[config.mk]
export PLATFORM = sky130hd
export DESIGN_NAME = sbat_top
export DESIGN_NICKNAME = d
export VERILOG_FILES = /design/src/sbat_pkg.sv /design/src/sbat_top.sv
export SDC_FILE = /design/constraint.sdc
export NUM_CORES = 1
export LEC_CHECK = 0
export ABC_AREA = 1
export BUFFER_PORTS_ARGS = -buffer_cell sky130_fd_sc_hd__buf_2
export CAP_MARGIN = 20
export CORE_MARGIN = 2
export CORE_UTILIZATION = 51
export CTS_BUF_LIST = sky130_fd_sc_hd__clkbuf_16
export DETAILED_ROUTE_END_ITERATION = 12
export MAX_ROUTING_LAYER = met4
export PLACE_DENSITY_LB_ADDON = 0.05
export SYNTH_ARGS = -nofsm -noshare
export SYNTH_HDL_FRONTEND = slang
export SYNTH_SLANG_ARGS = --single-unit
[constraint.sdc]
create_clock -name ref_clk_i -period 1.7 [get_ports ref_clk_i]
set_input_delay 0.085 -clock ref_clk_i [delete_from_list [all_inputs] [get_ports ref_clk_i]]
set_output_delay 0.085 -clock ref_clk_i [all_outputs]
set_load 0.01 [all_outputs]
[src/sbat_pkg.sv]
`default_nettype none
package sbat_pkg;
  // register map, word aligned
  localparam logic [11:0] SBAT_OFS_CTRL = 12'h000;
  localparam logic [11:0] SBAT_OFS_COUNT_LOW = 12'h004;
  localparam logic [11:0] SBAT_OFS_IRQ_STATUS = 12'h008;
  localparam logic [11:0] SBAT_OFS_IRQ_MASK = 12'h00C;

  // arbiter_control_status field positions
  localparam int SBAT_BIT_MODE_HIGH = 7;
  localparam int SBAT_BIT_MODE_LOW = 6;
  localparam int SBAT_BIT_LOST = 5;
  localparam int SBAT_BIT_ACLK = 4;
  localparam int SBAT_BIT_DONE = 3;
  localparam int SBAT_BIT_RUN = 2;
  localparam int SBAT_BIT_OVFL = 1;
  localparam int SBAT_BIT_MSB = 0;

  // interrupt status and mask layout
  localparam int SBAT_IRQ_DONE = 0;
  localparam int SBAT_IRQ_LOST = 1;
  localparam int SBAT_IRQ_OVFL = 2;
  localparam int SBAT_IRQ_WIDTH = 3;

  // counter geometry and arbitration sample points
  localparam int SBAT_COUNT_WIDTH = 9;
  localparam logic [8:0] SBAT_SAMPLE_BUS = 9'h038;
  localparam logic [8:0] SBAT_SAMPLE_PRESCALE = 9'h008;
  localparam logic [8:0] SBAT_COUNT_ZERO = 9'h000;
  localparam logic [9:0] SBAT_COUNT_ONE = 10'h001;

  // bus clock divider for the quarter-rate tick
  localparam int SBAT_BUS_DIV = 4;

  // reset values
  localparam logic [31:0] SBAT_DATA_ZERO = 32'h0000_0000;
  localparam logic [2:0] SBAT_IRQ_ZERO = 3'h0;

  typedef enum logic [1:0] {
    SBAT_MODE_IDLE = 2'h0,
    SBAT_MODE_MEASURE = 2'h1,
    SBAT_MODE_ARB = 2'h2,
    SBAT_MODE_RSVD = 2'h3
  } sbat_mode_type;

  // software-written control fields
  typedef struct packed {
    sbat_mode_type mode;
    logic aclk;
  } sbat_ctrl_type;

  localparam sbat_ctrl_type SBAT_CTRL_RESET = '{mode: SBAT_MODE_IDLE, aclk: 1'b0};
endpackage
`default_nettype wire

[src/sbat_top.sv]
// Operation
// RULE1 - nine-bit counter with overflow bit and control
// RULE2 - mode field: idle, measure, arbitrate, reserved
// RULE3 - mode bits read/write, reset clears them
// RULE4 - lost flag read-only, cleared by mode-high zero
// RULE5 - clock select: quarter bus or half prescale
// RULE6 - done flag set on finish, cleared by write
// RULE7 - running flag shows counter counting
// RULE8 - overflow flag set on wrap, cleared by write
// RULE9 - idle mode holds counter at zero
// RULE10 - count readable in two registers, write clears
// RULE11 - bus clock: falling edge to falling edge
// RULE12 - prescale clock: low level to rising edge
// RULE13 - arbitration restarts counter on transmit rise
// RULE14 - sample receive at fixed count, low loses
// RULE15 - lost forces transmit pin high
// RULE16 - transmit low without receive low resets counter
// RULE17 - winning node drives line low at sample
// RULE18 - overflow at wrap past 511 stays sticky
`default_nettype none
module sbat_top
  import sbat_pkg::*;
#(
  parameter int ADDR_WIDTH = 12,
  parameter int BUS_DIV = SBAT_BUS_DIV
) (
  // clock and reset
  input wire logic ref_clk_i,
  input wire logic rst_b_i,
  // apb slave
  input wire logic psel_i,
  input wire logic penable_i,
  input wire logic pwrite_i,
  input wire logic [ADDR_WIDTH-1:0] paddr_i,
  input wire logic [31:0] pwdata_i,
  output logic [31:0] prdata_o,
  output logic pready_o,
  output logic pslverr_o,
  // serial core side
  input wire logic serial_core_tx_internal_i,
  input wire logic prescale_tick_i,
  // line pins
  input wire logic rx_pin_i,
  output logic tx_pin_o,
  // interrupt
  output logic irq_o
);

  // refuse geometries the decode and divider cannot serve
  initial begin
    if (ADDR_WIDTH < 4 || ADDR_WIDTH > 12) begin
      $error("sbat_top: ADDR_WIDTH must be 4..12");
    end
    if (BUS_DIV != SBAT_BUS_DIV) begin
      $error("sbat_top: BUS_DIV must stay at the quarter rate");
    end
  end

  typedef enum {MS_WAIT, MS_RUN, MS_DONE} sbat_ms_type;

  sbat_ctrl_type ctrl_reg;
  sbat_ms_type ms_reg, ms_next;
  logic [8:0] count_reg, count_next;
  logic run_reg, run_next;
  logic lost_reg, done_reg, ovfl_reg;
  logic sampled_reg, sampled_next;
  logic rxlow_reg, rxlow_next;
  logic ovfl_set, done_set, lost_set;
  logic [1:0] div_reg;
  logic half_reg;
  logic rx_s1_reg, rx_s2_reg, rx_d_reg;
  logic tx_d_reg;
  logic tx_pin_reg;
  logic [SBAT_IRQ_WIDTH-1:0] irq_status_reg, irq_mask_reg;
  logic irq_reg;
  logic [31:0] prdata_reg;
  logic pready_reg, pslverr_reg;

  // apb decode; one wait state so read data can come from a flop
  wire [11:0] addr_w = 12'(paddr_i);
  wire apb_access = psel_i && penable_i;
  wire apb_done = apb_access && pready_reg;
  wire sel_ctrl = (addr_w == SBAT_OFS_CTRL);
  wire sel_count = (addr_w == SBAT_OFS_COUNT_LOW);
  wire sel_status = (addr_w == SBAT_OFS_IRQ_STATUS);
  wire sel_mask = (addr_w == SBAT_OFS_IRQ_MASK);
  wire sel_any = sel_ctrl || sel_count || sel_status || sel_mask;
  wire wr_done = apb_done && pwrite_i;
  wire wr_ctrl = wr_done && sel_ctrl;
  wire wr_status = wr_done && sel_status;
  wire wr_mask = wr_done && sel_mask;
  wire lost_clear = wr_ctrl && !pwdata_i[SBAT_BIT_MODE_HIGH];

  // read views
  wire [7:0] ctrl_view = {ctrl_reg.mode, lost_reg, ctrl_reg.aclk, done_reg, run_reg, ovfl_reg,
                          count_reg[8]};
  wire [31:0] rdata_w = sel_ctrl ? {24'h00_0000, ctrl_view} :
                        sel_count ? {24'h00_0000, count_reg[7:0]} :
                        sel_status ? {29'h0000_0000, irq_status_reg} :
                        sel_mask ? {29'h0000_0000, irq_mask_reg} : SBAT_DATA_ZERO;

  // line conditioning; receive edges compare the second and third stage only
  wire rx_w = rx_s2_reg;
  wire rx_fall = rx_d_reg && !rx_s2_reg;
  wire rx_rise = !rx_d_reg && rx_s2_reg;
  wire tx_rise = serial_core_tx_internal_i && !tx_d_reg;
  wire tx_fall = !serial_core_tx_internal_i && tx_d_reg;

  // counter tick from the selected source
  wire bus_tick = (div_reg == 2'(BUS_DIV - 1));
  wire pre_tick = prescale_tick_i && half_reg;
  wire tick = ctrl_reg.aclk ? pre_tick : bus_tick; // [RULE5]
  wire [8:0] sample_w = ctrl_reg.aclk ? SBAT_SAMPLE_PRESCALE : SBAT_SAMPLE_BUS;
  wire [9:0] count_inc = {1'b0, count_reg} + SBAT_COUNT_ONE;
  // lows count only once the count is past one: our own echoed transmit low
  // lingers in the synchroniser just after a restart; a real low that early is missed
  wire echo_clear = ({1'b0, count_reg} > SBAT_COUNT_ONE);
  wire [SBAT_IRQ_WIDTH-1:0] irq_events = {ovfl_set, lost_set, done_set};

  // synchroniser and edge history
  always_ff @(posedge ref_clk_i or negedge rst_b_i) begin
    if (!rst_b_i) begin
      rx_s1_reg <= 1'b1;
      rx_s2_reg <= 1'b1;
      rx_d_reg <= 1'b1;
      tx_d_reg <= 1'b1;
    end else begin
      rx_s1_reg <= rx_pin_i;
      rx_s2_reg <= rx_s1_reg;
      rx_d_reg <= rx_s2_reg;
      tx_d_reg <= serial_core_tx_internal_i;
    end
  end

  // dividers: free-running quarter of bus, halved prescaler ticks
  always_ff @(posedge ref_clk_i or negedge rst_b_i) begin
    if (!rst_b_i) begin
      div_reg <= 2'h0;
      half_reg <= 1'b0;
    end else begin
      div_reg <= bus_tick ? 2'h0 : div_reg + 2'h1; // [RULE5]
      if (prescale_tick_i) begin
        half_reg <= !half_reg; // [RULE5]
      end
    end
  end

  // counter and function control
  always_comb begin
    count_next = count_reg;
    run_next = run_reg;
    ms_next = ms_reg;
    sampled_next = sampled_reg;
    rxlow_next = rxlow_reg;
    ovfl_set = 1'b0;
    done_set = 1'b0;
    lost_set = 1'b0;
    if (run_reg && tick) begin
      count_next = count_inc[8:0]; // [RULE1]
      ovfl_set = count_inc[9]; // [RULE18]
    end
    unique case (ctrl_reg.mode) // [RULE2]
      SBAT_MODE_MEASURE: begin
        unique case (ms_reg)
          MS_WAIT: begin
            // prescale clock starts on level, so an already low line starts at once
            if (ctrl_reg.aclk ? !rx_w : rx_fall) begin // [RULE11] [RULE12]
              count_next = SBAT_COUNT_ZERO;
              run_next = 1'b1;
              ms_next = MS_RUN;
            end
          end
          MS_RUN: begin
            if (ctrl_reg.aclk ? rx_rise : rx_fall) begin // [RULE11] [RULE12]
              count_next = count_reg;
              ovfl_set = 1'b0;
              run_next = 1'b0;
              done_set = 1'b1; // [RULE6]
              ms_next = MS_DONE;
            end
          end
          MS_DONE: begin
            run_next = 1'b0;
          end
        endcase
      end
      SBAT_MODE_ARB: begin
        ms_next = MS_WAIT;
        if (tx_rise) begin
          count_next = SBAT_COUNT_ZERO; // [RULE13]
          run_next = 1'b1;
          sampled_next = 1'b0;
          rxlow_next = 1'b0;
        end else if (tx_fall && !rxlow_reg) begin
          count_next = SBAT_COUNT_ZERO; // [RULE16]
          run_next = 1'b0;
        end else begin
          if (run_reg && !rx_w && echo_clear) begin
            rxlow_next = 1'b1; // [RULE16]
          end
          // one static look at the line per restart
          if (run_reg && !sampled_reg && count_reg == sample_w) begin
            sampled_next = 1'b1;
            lost_set = !rx_w; // [RULE14] [RULE17]
          end
        end
      end
      default: begin
        // idle, and the reserved code treated alike
        count_next = SBAT_COUNT_ZERO; // [RULE9]
        run_next = 1'b0;
        ms_next = MS_WAIT;
        sampled_next = 1'b1;
      end
    endcase
    // any control write clears the count and rearms measurement
    if (wr_ctrl) begin
      count_next = SBAT_COUNT_ZERO; // [RULE10]
      run_next = 1'b0;
      ms_next = MS_WAIT;
      sampled_next = 1'b1;
      ovfl_set = 1'b0;
    end
  end

  // counter state
  always_ff @(posedge ref_clk_i or negedge rst_b_i) begin
    if (!rst_b_i) begin
      count_reg <= SBAT_COUNT_ZERO;
      run_reg <= 1'b0;
      ms_reg <= MS_WAIT;
      sampled_reg <= 1'b1;
      rxlow_reg <= 1'b0;
    end else begin
      count_reg <= count_next; // [RULE1]
      run_reg <= run_next; // [RULE7]
      ms_reg <= ms_next;
      sampled_reg <= sampled_next;
      rxlow_reg <= rxlow_next;
    end
  end

  // control fields written by software
  always_ff @(posedge ref_clk_i or negedge rst_b_i) begin
    if (!rst_b_i) begin
      ctrl_reg <= SBAT_CTRL_RESET; // [RULE3]
    end else if (wr_ctrl) begin
      ctrl_reg.mode <= sbat_mode_type'(pwdata_i[SBAT_BIT_MODE_HIGH:SBAT_BIT_MODE_LOW]); // [RULE3]
      ctrl_reg.aclk <= pwdata_i[SBAT_BIT_ACLK];
    end
  end

  // status flags; a lost or done set in the same cycle beats the clear, but a control write cancels an overflow set
  always_ff @(posedge ref_clk_i or negedge rst_b_i) begin
    if (!rst_b_i) begin
      lost_reg <= 1'b0;
      done_reg <= 1'b0;
      ovfl_reg <= 1'b0;
    end else begin
      if (lost_set) begin
        lost_reg <= 1'b1; // [RULE14]
      end else if (lost_clear) begin
        lost_reg <= 1'b0; // [RULE4]
      end
      if (done_set) begin
        done_reg <= 1'b1; // [RULE6]
      end else if (wr_ctrl) begin
        done_reg <= 1'b0; // [RULE6]
      end
      if (ovfl_set) begin
        ovfl_reg <= 1'b1; // [RULE8] [RULE18]
      end else if (wr_ctrl) begin
        ovfl_reg <= 1'b0; // [RULE8]
      end
    end
  end

  // transmit pin; held high while arbitration is lost
  always_ff @(posedge ref_clk_i or negedge rst_b_i) begin
    if (!rst_b_i) begin
      tx_pin_reg <= 1'b1;
    end else begin
      tx_pin_reg <= lost_reg || serial_core_tx_internal_i; // [RULE15]
    end
  end

  // interrupt status, write one to clear, events win
  always_ff @(posedge ref_clk_i or negedge rst_b_i) begin
    if (!rst_b_i) begin
      irq_status_reg <= SBAT_IRQ_ZERO;
      irq_mask_reg <= SBAT_IRQ_ZERO;
      irq_reg <= 1'b0;
    end else begin
      irq_status_reg <= irq_events | (irq_status_reg & ~(wr_status ? pwdata_i[2:0] : SBAT_IRQ_ZERO));
      if (wr_mask) begin
        irq_mask_reg <= pwdata_i[2:0];
      end
      irq_reg <= |(irq_status_reg & irq_mask_reg);
    end
  end

  // apb answer: ready one cycle into the access phase
  always_ff @(posedge ref_clk_i or negedge rst_b_i) begin
    if (!rst_b_i) begin
      pready_reg <= 1'b0;
      pslverr_reg <= 1'b0;
      prdata_reg <= SBAT_DATA_ZERO;
    end else begin
      pready_reg <= apb_access && !pready_reg;
      pslverr_reg <= apb_access && !pready_reg && !sel_any;
      prdata_reg <= (apb_access && !pready_reg && !pwrite_i) ? rdata_w : SBAT_DATA_ZERO;
    end
  end

  assign prdata_o = prdata_reg;
  assign pready_o = pready_reg;
  assign pslverr_o = pslverr_reg;
  assign tx_pin_o = tx_pin_reg;
  assign irq_o = irq_reg;
endmodule
`default_nettype wire

==> results.cfg <==
[outcome]
status = complete, no violations

[routing]
ant_nets = 0
avgViaCountPerCell = 4.69
dr_total_vias = 2175
drt-total-wl_um = 5450
drtPass1Iterations = 4
wl_per_cell_um = 11.7
drt_iter0_drc = 179
drc = 0

[sta]
rsz0062_at_grt = no
fmax_ghz = 0.645
hold-worst-slack_ns = 0.0164
fin_ws_ns = 0.149
fin_worst_skew_ns = 0.00515
hold_viol_final = 0
setup_viol = 0
slew_violations = 0
post-route-min-period_ns = 1.55
tns_ns = 0
finalCritPeriodShare = 0.912

[synth]
ys_top_cells_by_area = dfrtp_1 (36%), nand2_1 (11%), inv_1 (6.9%), buf_4 (6.7%), dfstp_2 (5.9%)
ys_seq_area_frac = 0.423
avgSynthCellArea_sq_um = 7.76
ys_ff_latch = 45
syn-instance-count = 345
synth_area_sq_um = 2680
yosysWarnings = 0
synth_area_leader_cell = dfrtp_1
ys_types = 32
synth_top_area_frac = 0.364

[grt]
grt_usage = 0.213
gr-total-overflow = 0
grt_pass1_vias = 2026
grt_max_degree = 27
antenna_found_initial = 0
grt_pass1_wl_um = 9650

[placed_design]
port_buffers = 37
pre_cts_slack_ns = 0.147
gp_congestion = 0.865
placed_cell_area_sq_um = 2880
dp_hpwl_um = 4190

[finish]
fin_area_sq_um = 3110
nFillCells = 493
finish.utilization = 0.613
diodes = 0
drive_gt1_frac = 0.190
largest_reg_flops = 9
final_common_cell = nand2_1
seq_area_sq_um = 1130
multi_input_area_sq_um = 1240
layout_common_cells = nand2_1 (76), inv_1 (49), dfrtp_1 (39), buf_2 (37), nor2_1 (36)
area_growth_pct = 16.2
layout.nets = 453

[clocking]
htreeDepth = 2
insertion_delay_ns = 0.28
root_buffer = clkbuf_16
cts_max_path_buffers = 2
path_clk_slew_ns = 0.06
cts_tree = done
cts_num_sinks = 45
numCtsBuffers = 5

[floorplanning]
dieWidth_um = 76.5
start_util = 0.528
coreArea_sq_um = 5070
rows = 26
die_h_um = 76.5
die_area_sq_um = 5850
pin_count = 88

[worst_setup_path]
critical_path_class = reg2reg
worstSetupStartpointType = flip-flop
cp.arrival_ns = 1.75
crit_fanout = 5
worstSetupEndpointType = flip-flop
cp.required_ns = 1.90

[power]
p_leak_nw = 1.62
p_comb_frac = 0.058
pwr-share-seq = 0.444
max-vdd-ir-drop_mv = 0.421
power_frac_clock = 0.498
internal_power_w = 0.00199
swShare = 0.205
p_switching_w = 0.000513
cellPowerDensity_nw_per_um2 = 804

[min_path]
hp-class = in2reg

[run]
maxCapViolations = 0
-- kinds of logic after synthesis --
logic type,Yosys count,share of synthesized area
buf+inv,78,0.146
compound gates,42,0.0808
simple gates,163,0.285
flops,45,0.423
other cells,1,0.00140
xor+xnor,8,0.0262
fa+ha+maj,8,0.0374
-- cell usage after synthesis, drive strengths merged --
cell and n:
o22ai 2, dfstp 6, nor2 43, nor3 4
nor4 2, buf 26, and3 1, nand4 9
a21oi 8, nand3b 1, inv 52, conb 1
o21ai 32, ha 8, xor2 8, nand3 22
or2 2, dfrtp 39, nand2 79
-- power groups by stage --
stage / combinational (W) / clock, W / sequential (W)
4_1_cts: 0.000147 / 0.00126 / 0.00111
3_5_place_dp: 0.000141 / 0 / 0.00113
2_1_floorplan: 0.000108 / 0 / 0.00113
3_3_place_gp: 0.000138 / 0 / 0.00113
5_1_grt: 0.000168 / 0.00132 / 0.00111
6_report: 0.000145 / 0.00124 / 0.00111
-- what timing repair did --
| action | 4_1_cts | 5_1_grt |
|---|---|---|
| hold endpoints to repair | 19 | 0 |
| resized for setup | 0 | 2 |
| hold buffers | 4 | 0 |
| buffers inserted | 0 | 0 |
| endpoints found under the setup margin | 0 | 9 |
-- critical path, cell delays in order (launching register included) --
cell and delay, ns:
dfstp_2 0.56, inv_1 0.07, nand3_1 0.09, o21ai_2 0.08, nand2_1 0.16, nand2_1 0.11
inv_1 0.11, nand3_2 0.12, o21ai_0 0.18
-- area by class of cell --
type | count | share of cell area
tap | 70 | 0.0282
timing repair buffer | 44 | 0.0837
clock inverter | 3 | 0.0209
clock buffer | 5 | 0.0402
sequential | 45 | 0.364
multi-input combinational | 245 | 0.400
inverter | 52 | 0.0628
-- stage by stage --
stage | total power (W) | cells
3_5_place_dp | 0.00127 | 452
5_1_grt | 0.00260 | 464
3_3_place_gp | 0.00127 | 452
2_1_floorplan | 0.00124 | 368
4_1_cts | 0.00251 | 464
6_report | 0.00250 | 464
-- routing by layer --
layer	GRT usage	up-vias	share of wire
met5	-	-	0
met2	0.314	55	0.44
met4	0.0618	0	0.010
met3	0.0415	5	0.047
met1	0.301	979	0.51
li1	-	1136	-
-- path summary, 6_finish.rpt --
kind	start	end	slack, ns	cells after the start
min in group asynchronous	rst_b_i	ctrl_reg[1]	0.28	2
worst min register to register	rx_s1_reg	rx_s2_reg	0.36	0
worst max register to register	rx_s2_reg	count_reg[1]	0.15	8
worst min-delay path	pwdata_i[6]	ctrl_reg[1]	0.02	3
worst max-delay path	rx_s2_reg	count_reg[1]	0.15	8
max in group asynchronous	rst_b_i	rx_s2_reg	0.84	3
(Power assumes the default switching activity.)
